### src/rsc_pkg.sv
// Shared constants and types for the reset source controller.
package rsc_pkg;

   localparam int unsigned CLK_PERIOD_NS = 20;

   // Power-on settle time, a longest time, rounded down.
   localparam int unsigned POR_SETTLE_NS  = 30000;
   localparam int unsigned POR_SETTLE_CYC = POR_SETTLE_NS / CLK_PERIOD_NS;

   // Brown-out settle time, a longest time, rounded down.
   localparam int unsigned BOR_SETTLE_NS  = 100000;
   localparam int unsigned BOR_SETTLE_CYC = BOR_SETTLE_NS / CLK_PERIOD_NS;

   // One millisecond of power-up delay, in cycles.
   localparam int unsigned MS_NS      = 1000000;
   localparam int unsigned MS_CYC     = MS_NS / CLK_PERIOD_NS;

   // Least low time on the reset pin, rounded up.
   localparam int unsigned PIN_MIN_NS  = 2000;
   localparam int unsigned PIN_MIN_CYC = (PIN_MIN_NS + CLK_PERIOD_NS - 1) / CLK_PERIOD_NS;

   // Power-up delay in milliseconds for each of the eight select codes.
   localparam logic [7:0][7:0] POWERUP_DELAY_TIMER_MS_TABLE = {8'h80, 8'h40, 8'h20, 8'h10, 8'h08, 8'h04, 8'h02, 8'h00};

   // Register byte offsets.
   localparam logic [7:0] CAUSE_OFS  = 8'h00;
   localparam logic [7:0] MASK_OFS   = 8'h04;
   localparam logic [7:0] CONFIG_OFS = 8'h08;

   // Cause register bit positions.
   localparam int unsigned POR_BIT  = 0;
   localparam int unsigned BOR_BIT  = 1;
   localparam int unsigned WDT_BIT  = 4;
   localparam int unsigned SOFT_BIT = 6;
   localparam int unsigned PIN_BIT  = 7;
   localparam int unsigned TRAP_BIT = 15;

   localparam logic [15:0] CAUSE_IMPL   = 16'h80d3;
   localparam logic [15:0] CAUSE_RESET  = 16'h0001;
   localparam logic [15:0] MASK_RESET   = 16'h0000;
   localparam logic [2:0]  SELECT_RESET = 3'h7;

   // Lowest priority level that counts as a hard trap.
   localparam logic [3:0] HARD_TRAP_MIN = 4'hd;

   typedef enum logic [2:0] {
      RSC_POR_WAIT,
      RSC_POR_SETTLE,
      RSC_BOR_HOLD,
      RSC_BOR_SETTLE,
      RSC_POWERUP_DELAY_TIMER,
      RSC_RUN,
      RSC_PIN,
      RSC_BRIEF
   } rsc_fsm_t;

   typedef struct packed {
      logic       valid;
      logic [3:0] level;
   } rsc_trap_t;

   typedef struct packed {
      rsc_fsm_t    fsm;
      logic [23:0] cnt;
      logic [15:0] cause;
      logic [15:0] mask;
      logic [2:0]  sel;
      logic        wr_pend;
      logic [7:0]  wr_addr;
      logic [31:0] rdata;
      logic        wake;
   } rsc_state_t;

   typedef struct packed {
      logic [7:0] cnt;
      logic       low;
   } rsc_filt_state_t;

endpackage

### src/rsc_pin_filter.sv
// Glitch filter for the active-low external reset pin.
`timescale 1ns/10ps
module rsc_pin_filter (
   input  wire logic clk_i,
   input  wire logic rst_b_i,
   input  wire logic ce_i,
   input  wire logic pin_b_i,
   output logic      low_o
);

   rsc_pkg::rsc_filt_state_t st;
   rsc_pkg::rsc_filt_state_t next_st;

   // A low pulse counts only once it has lasted the full least width.
   always_comb begin
      next_st = st;
      if (pin_b_i) begin
         next_st.cnt = 8'h00;
         next_st.low = 1'b0;
      end else if (st.cnt == 8'(rsc_pkg::PIN_MIN_CYC - 1)) begin
         next_st.low = 1'b1;
      end else begin
         next_st.cnt = st.cnt + 8'h01;
      end
   end

   always_ff @(posedge clk_i) begin
      if (!rst_b_i) begin
         st <= '0;
      end else if (ce_i) begin
         st <= next_st;
      end
   end

   assign low_o = st.low;

   filt_width_a : assert property (@(posedge clk_i) disable iff (!rst_b_i)
      $rose(st.low) |-> st.cnt == 8'(rsc_pkg::PIN_MIN_CYC - 1) && !$past(pin_b_i))
      else $error("reset pin accepted before least width");

endmodule

### src/rsc_reset_source_controller.sv
// Reset source controller: sequencing, cause register and bus slave.
//
// Decided for this implementation: register access over AHB-Lite and the register offsets.
`timescale 1ns/10ps
module rsc_reset_source_controller #(
   parameter int unsigned BOR_CYC = rsc_pkg::BOR_SETTLE_CYC,
   parameter int unsigned MS_CYC  = rsc_pkg::MS_CYC
) (
   input  wire logic                clk_i,
   input  wire logic                rst_b_i,
   input  wire logic                ce_i,
   input  wire logic                por_ok_i,
   input  wire logic                brownout_i,
   input  wire logic                ext_reset_pin_b_i,
   input  wire logic                soft_reset_i,
   input  wire logic                wdt_expire_i,
   input  wire logic                cpu_sleep_i,
   input  wire rsc_pkg::rsc_trap_t  trap_new_i,
   input  wire rsc_pkg::rsc_trap_t  trap_busy_i,
   input  wire logic                hsel,
   input  wire logic [31:0]         haddr,
   input  wire logic [1:0]          htrans,
   input  wire logic                hwrite,
   input  wire logic [2:0]          hsize,
   input  wire logic [31:0]         hwdata,
   input  wire logic                hready,
   output logic                     hreadyout,
   output logic                     hresp,
   output logic [31:0]              hrdata,
   output logic                     system_reset_o,
   output logic                     clock_reinit_o,
   output logic                     wake_o,
   output logic                     irq_o
);

   rsc_pkg::rsc_state_t st;
   rsc_pkg::rsc_state_t next_st;

   logic        pin_low;
   logic        trap_clash;
   logic        wdt_reset;
   logic        addr_take;
   logic [15:0] cause_set;
   logic [15:0] cause_clr;
   logic [23:0] powerup_delay_timer_cyc;

   rsc_pin_filter u_filter (
      .clk_i   (clk_i),
      .rst_b_i (rst_b_i),
      .ce_i    (ce_i),
      .pin_b_i (ext_reset_pin_b_i),
      .low_o   (pin_low)
   );

   assign trap_clash = trap_new_i.valid && trap_busy_i.valid
                       && trap_new_i.level >= rsc_pkg::HARD_TRAP_MIN
                       && trap_busy_i.level >= rsc_pkg::HARD_TRAP_MIN
                       && trap_new_i.level < trap_busy_i.level;
   assign wdt_reset  = wdt_expire_i && !cpu_sleep_i;
   assign powerup_delay_timer_cyc   = 24'(rsc_pkg::POWERUP_DELAY_TIMER_MS_TABLE[st.sel] * MS_CYC);
   assign addr_take  = hsel && htrans[1] && hready && ce_i;

   always_comb begin
      next_st   = st;
      cause_set = 16'h0000;
      cause_clr = 16'h0000;
      next_st.wake = 1'b0;
      case (st.fsm)
         rsc_pkg::RSC_POR_WAIT: begin
            if (por_ok_i) begin
               next_st.fsm = rsc_pkg::RSC_POR_SETTLE;
               next_st.cnt = 24'(rsc_pkg::POR_SETTLE_CYC - 1);
            end
         end
         rsc_pkg::RSC_POR_SETTLE: begin
            if (!por_ok_i) begin
               next_st.fsm = rsc_pkg::RSC_POR_WAIT;
            end else if (st.cnt == 24'h000000) begin
               cause_set[rsc_pkg::POR_BIT] = 1'b1;
               if (powerup_delay_timer_cyc == 24'h000000) begin
                  next_st.fsm = rsc_pkg::RSC_RUN;
               end else begin
                  next_st.fsm = rsc_pkg::RSC_POWERUP_DELAY_TIMER;
                  next_st.cnt = powerup_delay_timer_cyc - 24'h000001;
               end
            end else begin
               next_st.cnt = st.cnt - 24'h000001;
            end
         end
         rsc_pkg::RSC_BOR_HOLD: begin
            if (!brownout_i) begin
               next_st.fsm = rsc_pkg::RSC_BOR_SETTLE;
               next_st.cnt = 24'(BOR_CYC - 1);
            end
         end
         rsc_pkg::RSC_BOR_SETTLE: begin
            if (st.cnt == 24'h000000) begin
               if (powerup_delay_timer_cyc == 24'h000000) begin
                  next_st.fsm = rsc_pkg::RSC_RUN;
               end else begin
                  next_st.fsm = rsc_pkg::RSC_POWERUP_DELAY_TIMER;
                  next_st.cnt = powerup_delay_timer_cyc - 24'h000001;
               end
            end else begin
               next_st.cnt = st.cnt - 24'h000001;
            end
         end
         rsc_pkg::RSC_POWERUP_DELAY_TIMER: begin
            if (st.cnt == 24'h000000) begin
               next_st.fsm = rsc_pkg::RSC_RUN;
            end else begin
               next_st.cnt = st.cnt - 24'h000001;
            end
         end
         rsc_pkg::RSC_RUN: begin
            if (trap_clash) begin
               next_st.fsm = rsc_pkg::RSC_BRIEF;
               cause_set[rsc_pkg::TRAP_BIT] = 1'b1;
            end else if (wdt_reset) begin
               next_st.fsm = rsc_pkg::RSC_BRIEF;
               cause_set[rsc_pkg::WDT_BIT] = 1'b1;
            end else if (soft_reset_i) begin
               next_st.fsm = rsc_pkg::RSC_BRIEF;
               cause_set[rsc_pkg::SOFT_BIT] = 1'b1;
            end else if (pin_low) begin
               next_st.fsm = rsc_pkg::RSC_PIN;
               cause_set[rsc_pkg::PIN_BIT] = 1'b1;
            end
            if (wdt_expire_i && cpu_sleep_i) begin
               next_st.wake = 1'b1;
            end
         end
         rsc_pkg::RSC_PIN: begin
            if (!pin_low) begin
               next_st.fsm = rsc_pkg::RSC_RUN;
            end
         end
         rsc_pkg::RSC_BRIEF: begin
            next_st.fsm = rsc_pkg::RSC_RUN;
         end
         default: begin
            next_st.fsm = rsc_pkg::RSC_POR_WAIT;
         end
      endcase

      // A brown-out overrides every other reset source and the wake once power-on has settled.
      if (brownout_i && st.fsm != rsc_pkg::RSC_POR_WAIT && st.fsm != rsc_pkg::RSC_POR_SETTLE) begin
         next_st.fsm = rsc_pkg::RSC_BOR_HOLD;
         next_st.wake = 1'b0;
         cause_set = 16'h0000;
         cause_set[rsc_pkg::BOR_BIT] = 1'b1;
      end

      // Data phase of a write.
      if (st.wr_pend) begin
         case (st.wr_addr)
            rsc_pkg::CAUSE_OFS: begin
               cause_clr = hwdata[15:0];
            end
            rsc_pkg::MASK_OFS: begin
               next_st.mask = hwdata[15:0] & rsc_pkg::CAUSE_IMPL;
            end
            rsc_pkg::CONFIG_OFS: begin
               next_st.sel = hwdata[2:0];
            end
            default: begin
            end
         endcase
      end

      // Set beats clear so an event in the clearing cycle survives.
      next_st.cause = ((st.cause & ~cause_clr) | cause_set) & rsc_pkg::CAUSE_IMPL;

      // Address phase.
      next_st.wr_pend = addr_take && hwrite;
      next_st.wr_addr = haddr[7:0];
      if (addr_take && !hwrite) begin
         case (haddr[7:0])
            rsc_pkg::CAUSE_OFS:  next_st.rdata = {16'h0000, st.cause};
            rsc_pkg::MASK_OFS:   next_st.rdata = {16'h0000, st.mask};
            rsc_pkg::CONFIG_OFS: next_st.rdata = {29'h00000000, st.sel};
            default:             next_st.rdata = 32'h00000000;
         endcase
      end
   end

   always_ff @(posedge clk_i) begin
      if (!rst_b_i) begin
         st.fsm     <= rsc_pkg::RSC_POR_WAIT;
         st.cnt     <= 24'h000000;
         st.cause   <= rsc_pkg::CAUSE_RESET;
         st.mask    <= rsc_pkg::MASK_RESET;
         st.sel     <= rsc_pkg::SELECT_RESET;
         st.wr_pend <= 1'b0;
         st.wr_addr <= 8'h00;
         st.rdata   <= 32'h00000000;
         st.wake    <= 1'b0;
      end else if (ce_i) begin
         st <= next_st;
      end
   end

   // The watchdog path bypasses the flops so reset asserts at once.
   assign system_reset_o = (st.fsm != rsc_pkg::RSC_RUN)
                           || (st.fsm == rsc_pkg::RSC_RUN && wdt_reset);
   // The clock system restarts only for supply and pin resets.
   assign clock_reinit_o = st.fsm != rsc_pkg::RSC_RUN && st.fsm != rsc_pkg::RSC_BRIEF;
   assign wake_o    = st.wake;
   assign irq_o     = |(st.cause & st.mask);
   assign hreadyout = ce_i;
   assign hresp     = 1'b0;
   assign hrdata    = st.rdata;

   por_hold_a : assert property (@(posedge clk_i) disable iff (!rst_b_i)
      st.fsm == rsc_pkg::RSC_POR_WAIT |-> system_reset_o && clock_reinit_o)
      else $error("reset released before power-on settled");

   por_flag_a : assert property (@(posedge clk_i) disable iff (!rst_b_i)
      st.fsm == rsc_pkg::RSC_POR_SETTLE && st.cnt == 24'h000000 && por_ok_i && !brownout_i && ce_i
      |=> st.cause[rsc_pkg::POR_BIT] && st.fsm inside {rsc_pkg::RSC_POWERUP_DELAY_TIMER, rsc_pkg::RSC_RUN})
      else $error("power-on flag or release missing");

   bor_enter_a : assert property (@(posedge clk_i) disable iff (!rst_b_i)
      brownout_i && ce_i && !(st.fsm inside {rsc_pkg::RSC_POR_WAIT, rsc_pkg::RSC_POR_SETTLE})
      |=> st.fsm == rsc_pkg::RSC_BOR_HOLD && st.cause[rsc_pkg::BOR_BIT] && system_reset_o)
      else $error("brown-out not entered");

   bor_restart_a : assert property (@(posedge clk_i) disable iff (!rst_b_i)
      st.fsm == rsc_pkg::RSC_BOR_HOLD && !brownout_i && ce_i
      |=> st.fsm == rsc_pkg::RSC_BOR_SETTLE && st.cnt == 24'(BOR_CYC - 1))
      else $error("brown-out settle not restarted");

   powerup_delay_timer_release_a : assert property (@(posedge clk_i) disable iff (!rst_b_i)
      st.fsm == rsc_pkg::RSC_POWERUP_DELAY_TIMER && ce_i && !brownout_i
      |=> st.fsm == (($past(st.cnt) == 24'h000000) ? rsc_pkg::RSC_RUN : rsc_pkg::RSC_POWERUP_DELAY_TIMER))
      else $error("power-up delay ends at wrong time");

   soft_release_a : assert property (@(posedge clk_i) disable iff (!rst_b_i)
      st.fsm == rsc_pkg::RSC_RUN && soft_reset_i && !trap_clash && !wdt_reset && !brownout_i && ce_i
      |=> st.fsm == rsc_pkg::RSC_BRIEF && st.cause[rsc_pkg::SOFT_BIT] && !clock_reinit_o
      ##1 (!$past(ce_i) || $past(brownout_i) || !system_reset_o || wdt_reset))
      else $error("software reset not released next cycle");

   wdt_async_a : assert property (@(posedge clk_i) disable iff (!rst_b_i)
      st.fsm == rsc_pkg::RSC_RUN && wdt_reset |-> system_reset_o && !clock_reinit_o)
      else $error("watchdog did not assert reset");

   wdt_sleep_a : assert property (@(posedge clk_i) disable iff (!rst_b_i)
      st.fsm == rsc_pkg::RSC_RUN && wdt_expire_i && cpu_sleep_i && !trap_clash && !soft_reset_i
      && !pin_low && !brownout_i && ce_i |=> st.fsm == rsc_pkg::RSC_RUN && wake_o)
      else $error("watchdog in sleep must only wake");

   pin_flag_a : assert property (@(posedge clk_i) disable iff (!rst_b_i)
      st.fsm == rsc_pkg::RSC_RUN && pin_low && !trap_clash && !wdt_reset && !soft_reset_i
      && !brownout_i && ce_i |=> st.fsm == rsc_pkg::RSC_PIN && st.cause[rsc_pkg::PIN_BIT])
      else $error("pin reset flag missing");

   trap_flag_a : assert property (@(posedge clk_i) disable iff (!rst_b_i)
      st.fsm == rsc_pkg::RSC_RUN && trap_clash && !brownout_i && ce_i
      |=> st.fsm == rsc_pkg::RSC_BRIEF && st.cause[rsc_pkg::TRAP_BIT])
      else $error("trap-conflict flag missing");

   flag_sticky_a : assert property (@(posedge clk_i) disable iff (!rst_b_i)
      !st.wr_pend |=> (st.cause & $past(st.cause)) == $past(st.cause))
      else $error("cause flag lost without a clear");

   // Further guards on release timing, clock handling and flag upkeep.
   por_retry_a : assert property (@(posedge clk_i) disable iff (!rst_b_i)
      st.fsm == rsc_pkg::RSC_POR_SETTLE && !por_ok_i && ce_i
      |=> st.fsm == rsc_pkg::RSC_POR_WAIT && system_reset_o)
      else $error("power-on settle not restarted on supply loss");

   bor_hold_a : assert property (@(posedge clk_i) disable iff (!rst_b_i)
      st.fsm inside {rsc_pkg::RSC_BOR_HOLD, rsc_pkg::RSC_BOR_SETTLE, rsc_pkg::RSC_POWERUP_DELAY_TIMER}
      |-> system_reset_o)
      else $error("reset released during brown-out recovery");

   bor_settle_a : assert property (@(posedge clk_i) disable iff (!rst_b_i)
      st.fsm == rsc_pkg::RSC_BOR_SETTLE && st.cnt == 24'h000000 && !brownout_i && ce_i
      |=> st.fsm == (($past(powerup_delay_timer_cyc) == 24'h000000) ? rsc_pkg::RSC_RUN : rsc_pkg::RSC_POWERUP_DELAY_TIMER))
      else $error("power-up delay not chained after brown-out settle");

   cfg_apply_a : assert property (@(posedge clk_i) disable iff (!rst_b_i)
      st.wr_pend && st.wr_addr == rsc_pkg::CONFIG_OFS && ce_i
      |=> st.sel == $past(hwdata[2:0]))
      else $error("delay select write lost");

   pin_release_a : assert property (@(posedge clk_i) disable iff (!rst_b_i)
      st.fsm == rsc_pkg::RSC_PIN && !pin_low && !brownout_i && ce_i |=> st.fsm == rsc_pkg::RSC_RUN)
      else $error("pin reset not released");

   clock_keep_a : assert property (@(posedge clk_i) disable iff (!rst_b_i)
      st.fsm == rsc_pkg::RSC_BRIEF |-> system_reset_o && !clock_reinit_o)
      else $error("brief reset restarted the clock system");

   brief_one_a : assert property (@(posedge clk_i) disable iff (!rst_b_i)
      st.fsm == rsc_pkg::RSC_BRIEF && !brownout_i && ce_i |=> st.fsm == rsc_pkg::RSC_RUN)
      else $error("brief reset lasted more than one cycle");

   sleep_quiet_a : assert property (@(posedge clk_i) disable iff (!rst_b_i)
      st.fsm == rsc_pkg::RSC_RUN && cpu_sleep_i |-> !system_reset_o)
      else $error("reset asserted while asleep");

   wake_pulse_a : assert property (@(posedge clk_i) disable iff (!rst_b_i)
      wake_o && ce_i && !wdt_expire_i |=> !wake_o)
      else $error("wake pulse longer than one cycle");

   trap_hard_a : assert property (@(posedge clk_i) disable iff (!rst_b_i)
      trap_clash |-> trap_new_i.level inside {4'hd, 4'he} && trap_busy_i.level inside {4'he, 4'hf})
      else $error("trap conflict outside hard trap levels");

   run_stay_a : assert property (@(posedge clk_i) disable iff (!rst_b_i)
      st.fsm == rsc_pkg::RSC_RUN && !trap_clash && !wdt_expire_i && !soft_reset_i && !pin_low
      && !brownout_i && ce_i |=> st.fsm == rsc_pkg::RSC_RUN)
      else $error("reset entered with no source active");

   clear_apply_a : assert property (@(posedge clk_i) disable iff (!rst_b_i)
      st.wr_pend && st.wr_addr == rsc_pkg::CAUSE_OFS && cause_set == 16'h0000 && ce_i
      |=> (st.cause & $past(hwdata[15:0])) == 16'h0000)
      else $error("cause flag not cleared by write");

   soft_cov : cover property (@(posedge clk_i) disable iff (!rst_b_i)
      st.fsm == rsc_pkg::RSC_BRIEF && st.cause[rsc_pkg::SOFT_BIT]);
   bor_cov : cover property (@(posedge clk_i) disable iff (!rst_b_i)
      st.fsm == rsc_pkg::RSC_BOR_SETTLE ##1 st.fsm == rsc_pkg::RSC_BOR_HOLD);
   trap_cov : cover property (@(posedge clk_i) disable iff (!rst_b_i)
      st.fsm == rsc_pkg::RSC_RUN && trap_clash);
   irq_cov : cover property (@(posedge clk_i) disable iff (!rst_b_i) irq_o);
   pin_cov : cover property (@(posedge clk_i) disable iff (!rst_b_i)
      st.fsm == rsc_pkg::RSC_PIN && st.cause[rsc_pkg::PIN_BIT]);

endmodule

### config.mk
export PLATFORM = sky130hd
export DESIGN_NAME = rsc_reset_source_controller
export DESIGN_NICKNAME = d
export VERILOG_FILES = /design/src/rsc_pkg.sv /design/src/rsc_pin_filter.sv /design/src/rsc_reset_source_controller.sv
export SDC_FILE = /design/constraint.sdc
export NUM_CORES = 1
export LEC_CHECK = 0
export BUFFER_PORTS_ARGS = -buffer_cell sky130_fd_sc_hd__buf_2
export CAP_MARGIN = 5
export CORE_MARGIN = 8
export CORE_UTILIZATION = 50
export CTS_BUF_LIST = sky130_fd_sc_hd__clkbuf_8
export CTS_CLUSTER_DIAMETER = 40
export DETAILED_ROUTE_END_ITERATION = 12
export PLACE_DENSITY = 0.8
export SKIP_CTS_REPAIR_TIMING = 1
export SLEW_MARGIN = 10
export SYNTH_ARGS = -nofsm -noshare
export SYNTH_HDL_FRONTEND = slang
export SYNTH_SLANG_ARGS = --single-unit
### constraint.sdc
create_clock -name clk_i -period 4.6 [get_ports clk_i]
set_clock_uncertainty 0.2 [all_clocks]
set_input_delay 0.46 -clock clk_i [delete_from_list [all_inputs] [get_ports clk_i]]
set_output_delay 0.46 -clock clk_i [all_outputs]
set_load 0.02 [all_outputs]
==> reports/metrics.csv <==
metric;value;unit
die-area;0.01585;mm²
ir_drop;0.0003510;V
drt_pass1_iterations;5;
clkTransAtPathRegs;0.09;ns
grt_pass1_vias;5343;
h-tree-depth;3;
synth_area_leader_cell;dfxtp_1;
synth.distinct_cells;74;
fin_crit_sh;1.034;
post_drt_wl_per_cell;16.48;µm
nets;986;
antenna_found_initial;0;
tightest_slew;0.9077;ns
fp.dieW;125.9;µm
syn2layout_area_growth;19.85;%
holdPathStages;3;
synthTopCellsByArea;dfxtp_1 25%, ha_1 12%, nor2_1 6.0%;
min_to;st[51];
num_vias;5849;
rsz0062_at_grt;yes;
final_cell_mix;95 x nor2_1, 71 x dfxtp_1, 61 x buf_4;
clk_latency;0.36;ns
p_leak;3.200;nW
ant_nets;0;
grt_first_pass_wirelength;24680;µm
layoutNonFillerInstCount;982;
rr_worst_depth;16;
critical_path_class;reg2reg;
synth_seq_cells;75;
cpMaxStageDelayCell;fa_2;
layout_commonest_cell;nor2_1;
async_reset_ff_frac;0;
initial_core_util;0.5068;
ioPinCount;129;
numCtsBuffers;9;
first_iter_violations;494;
synth_area_per_cell;8.136;µm²
antennaDiodeCount;0;
dp_cells;956;
cp-end-kind;register;
fmax;210.2;MHz
met3_length;1104;µm
fin_ws;-0.1583;ns
synthFlopType;dfxtp_1;
route.detailed.drc;0;
cts.path.max_buffers;2;
max_slew_margin;0.3902;
grt_start_max_net_pins;33;
final.min_clock_period;4.758;ns
hold_path.class;in2reg;
crit_path_cell_trace;ha_4 > fa_2 > fa_1 > ha_1 > ha_2 > or3_4 > or3_4 > a311oi_2 > o21a_1 > o2111ai_2 > o31ai_4 > buf_6 > buf_12 > buf_4 > a21oi_1 > o22ai_1;
wl_met2;7775;µm
wl_met1;6866;µm
place_hpwl;11450;µm
cpMostUsedCell;or3_4;
worst_ep_arrival_time;4.84;ns
place_congestion;0.9121;
dr.max_layer_used;met4;
r2r_slack;-0.16;ns
cp_max_fo;8;
cts_tree;yes;
violations;negative setup slack;
synth_area;0.006037;mm²
setup_viol;24;
cp.required;4.69;ns
crit_path_start_kind;register;
routed_via_density;5.956;
cap_viol_max_count;0;
synth_top_area_frac;0.2487;
drt_wl_total;16190;µm
die_h;125.9;µm
status;finished with violations;
drv_slew;0;
powerDensity;230.2;mW/mm²
drive_gt1_frac;0.2335;
ys_seq_area_frac;0.2487;
power;1.666;mW
grt_overflow;0;
synth_edf_count;0;
portBuffers;49;
grtUsageTotal;0.1837;
clock_sinks;75;
syn_inst;742;
hp-start;hwdata[6];
fp-row-count;40;
timing.final.hold_violations;0;
core;0.01191;mm²
nFillCells;1014;
cts_root_buf;clkbuf_8;
rr_endpoint;st[84];
critical-path-max-stage-delay;0.59;ns
post-route-util;0.6075;
ys_warn_count;0;
[cell usage after synthesis, types with 15 or more instances]
| library cell | instances |
|---|---|
| clkbuf_1 | 19 |
| nor2_1 | 97 |
| o21ai_0 | 23 |
| a21oi_1 | 44 |
| dfxtp_1 | 75 |
| nor3_1 | 19 |
| mux2i_1 | 25 |
| nand2_1 | 59 |
| xnor2_1 | 15 |
| ha_1 | 56 |
| inv_1 | 33 |
| buf_4 | 35 |
[through the flow]
step	area, µm²	setup slack [ns]	hold WS [ns]	TNS (ns)
6_report	7236	-0.1583	0.1523	-2.650
3_5_place_dp	6621	-0.1350	0.2674	-1.815
3_3_place_gp	6621	-0.1045	0.2492	-1.017
4_1_cts	6829	-0.1469	0.1348	-1.895
5_1_grt	7236	-0.3684	0.1555	-5.480
2_1_floorplan	6151	0.005238	0.2363	0
[logic make-up after synthesis]
| group | Yosys count | synth area share |
|---|---|---|
| AOI/OAI and AO/OA | 186 | 0.2176 |
| and+or+nand+nor | 271 | 0.2274 |
| DFF | 75 | 0.2487 |
| buffers and inverters | 95 | 0.08415 |
| xor gates and xnor gates | 25 | 0.03752 |
| muxes | 25 | 0.04145 |
| other | 1 | 0.0006212 |
| adders and majority gates | 64 | 0.1426 |
[final cells by class]
class                           count  area (µm²)  share of cell area
Multi-Input combinational cell    597        4409              0.6094
Sequential cell                    75        1511              0.2089
Timing Repair Buffer              115       799.5              0.1105
Tap cell                          147       183.9             0.02542
Clock buffer                       11       151.4             0.02092
Inverter                           33       123.9             0.01712
Clock inverter                      4       56.30            0.007781
[worst max-delay path: cells and delay by family (launching register included)]
family / cells / cell delay (ns)
fa+ha+maj: 5 / 1.74
compound gates: 6 / 1.20
simple gates: 2 / 0.77
buf+inv: 3 / 0.41
flops: 1 / 0.36
[metal layers]
metal  track usage  up-vias
li1              -     2836
met1        0.2308     2729
met5             0        -
met2        0.3120      234
met4       0.05237        0
met3       0.03544       50
[state kept, by name (all words and copies together) (netlist names), named ones only]
name                     cells
u_filter.st                  8
u_filter.low_o               1
st                          51
wake_o                       1
hrdata                       7
powerup_delay_timer_cyc      2
[worst max path at each step]
stage	from	to	slack (ns)	depth (start not counted)
CTS	register	st[91]	-0.15	15
finish	register	st[84]	-0.16	16
floorplan	register	st[80]	0.005	14
global placement	register	st[80]	-0.10	14
global route	powerup_delay_timer_cyc[6]	st[97]	-0.37	16
detailed placement	register	st[80]	-0.14	14
[where the power goes]
part           leakage, nW  total, mW  switching (mW)  internal [mW]
Combinational         2.48      0.418           0.263          0.154
Clock                0.107      0.551           0.268          0.284
Sequential           0.611      0.697          0.0269          0.670
(Power assumes the default switching activity.)
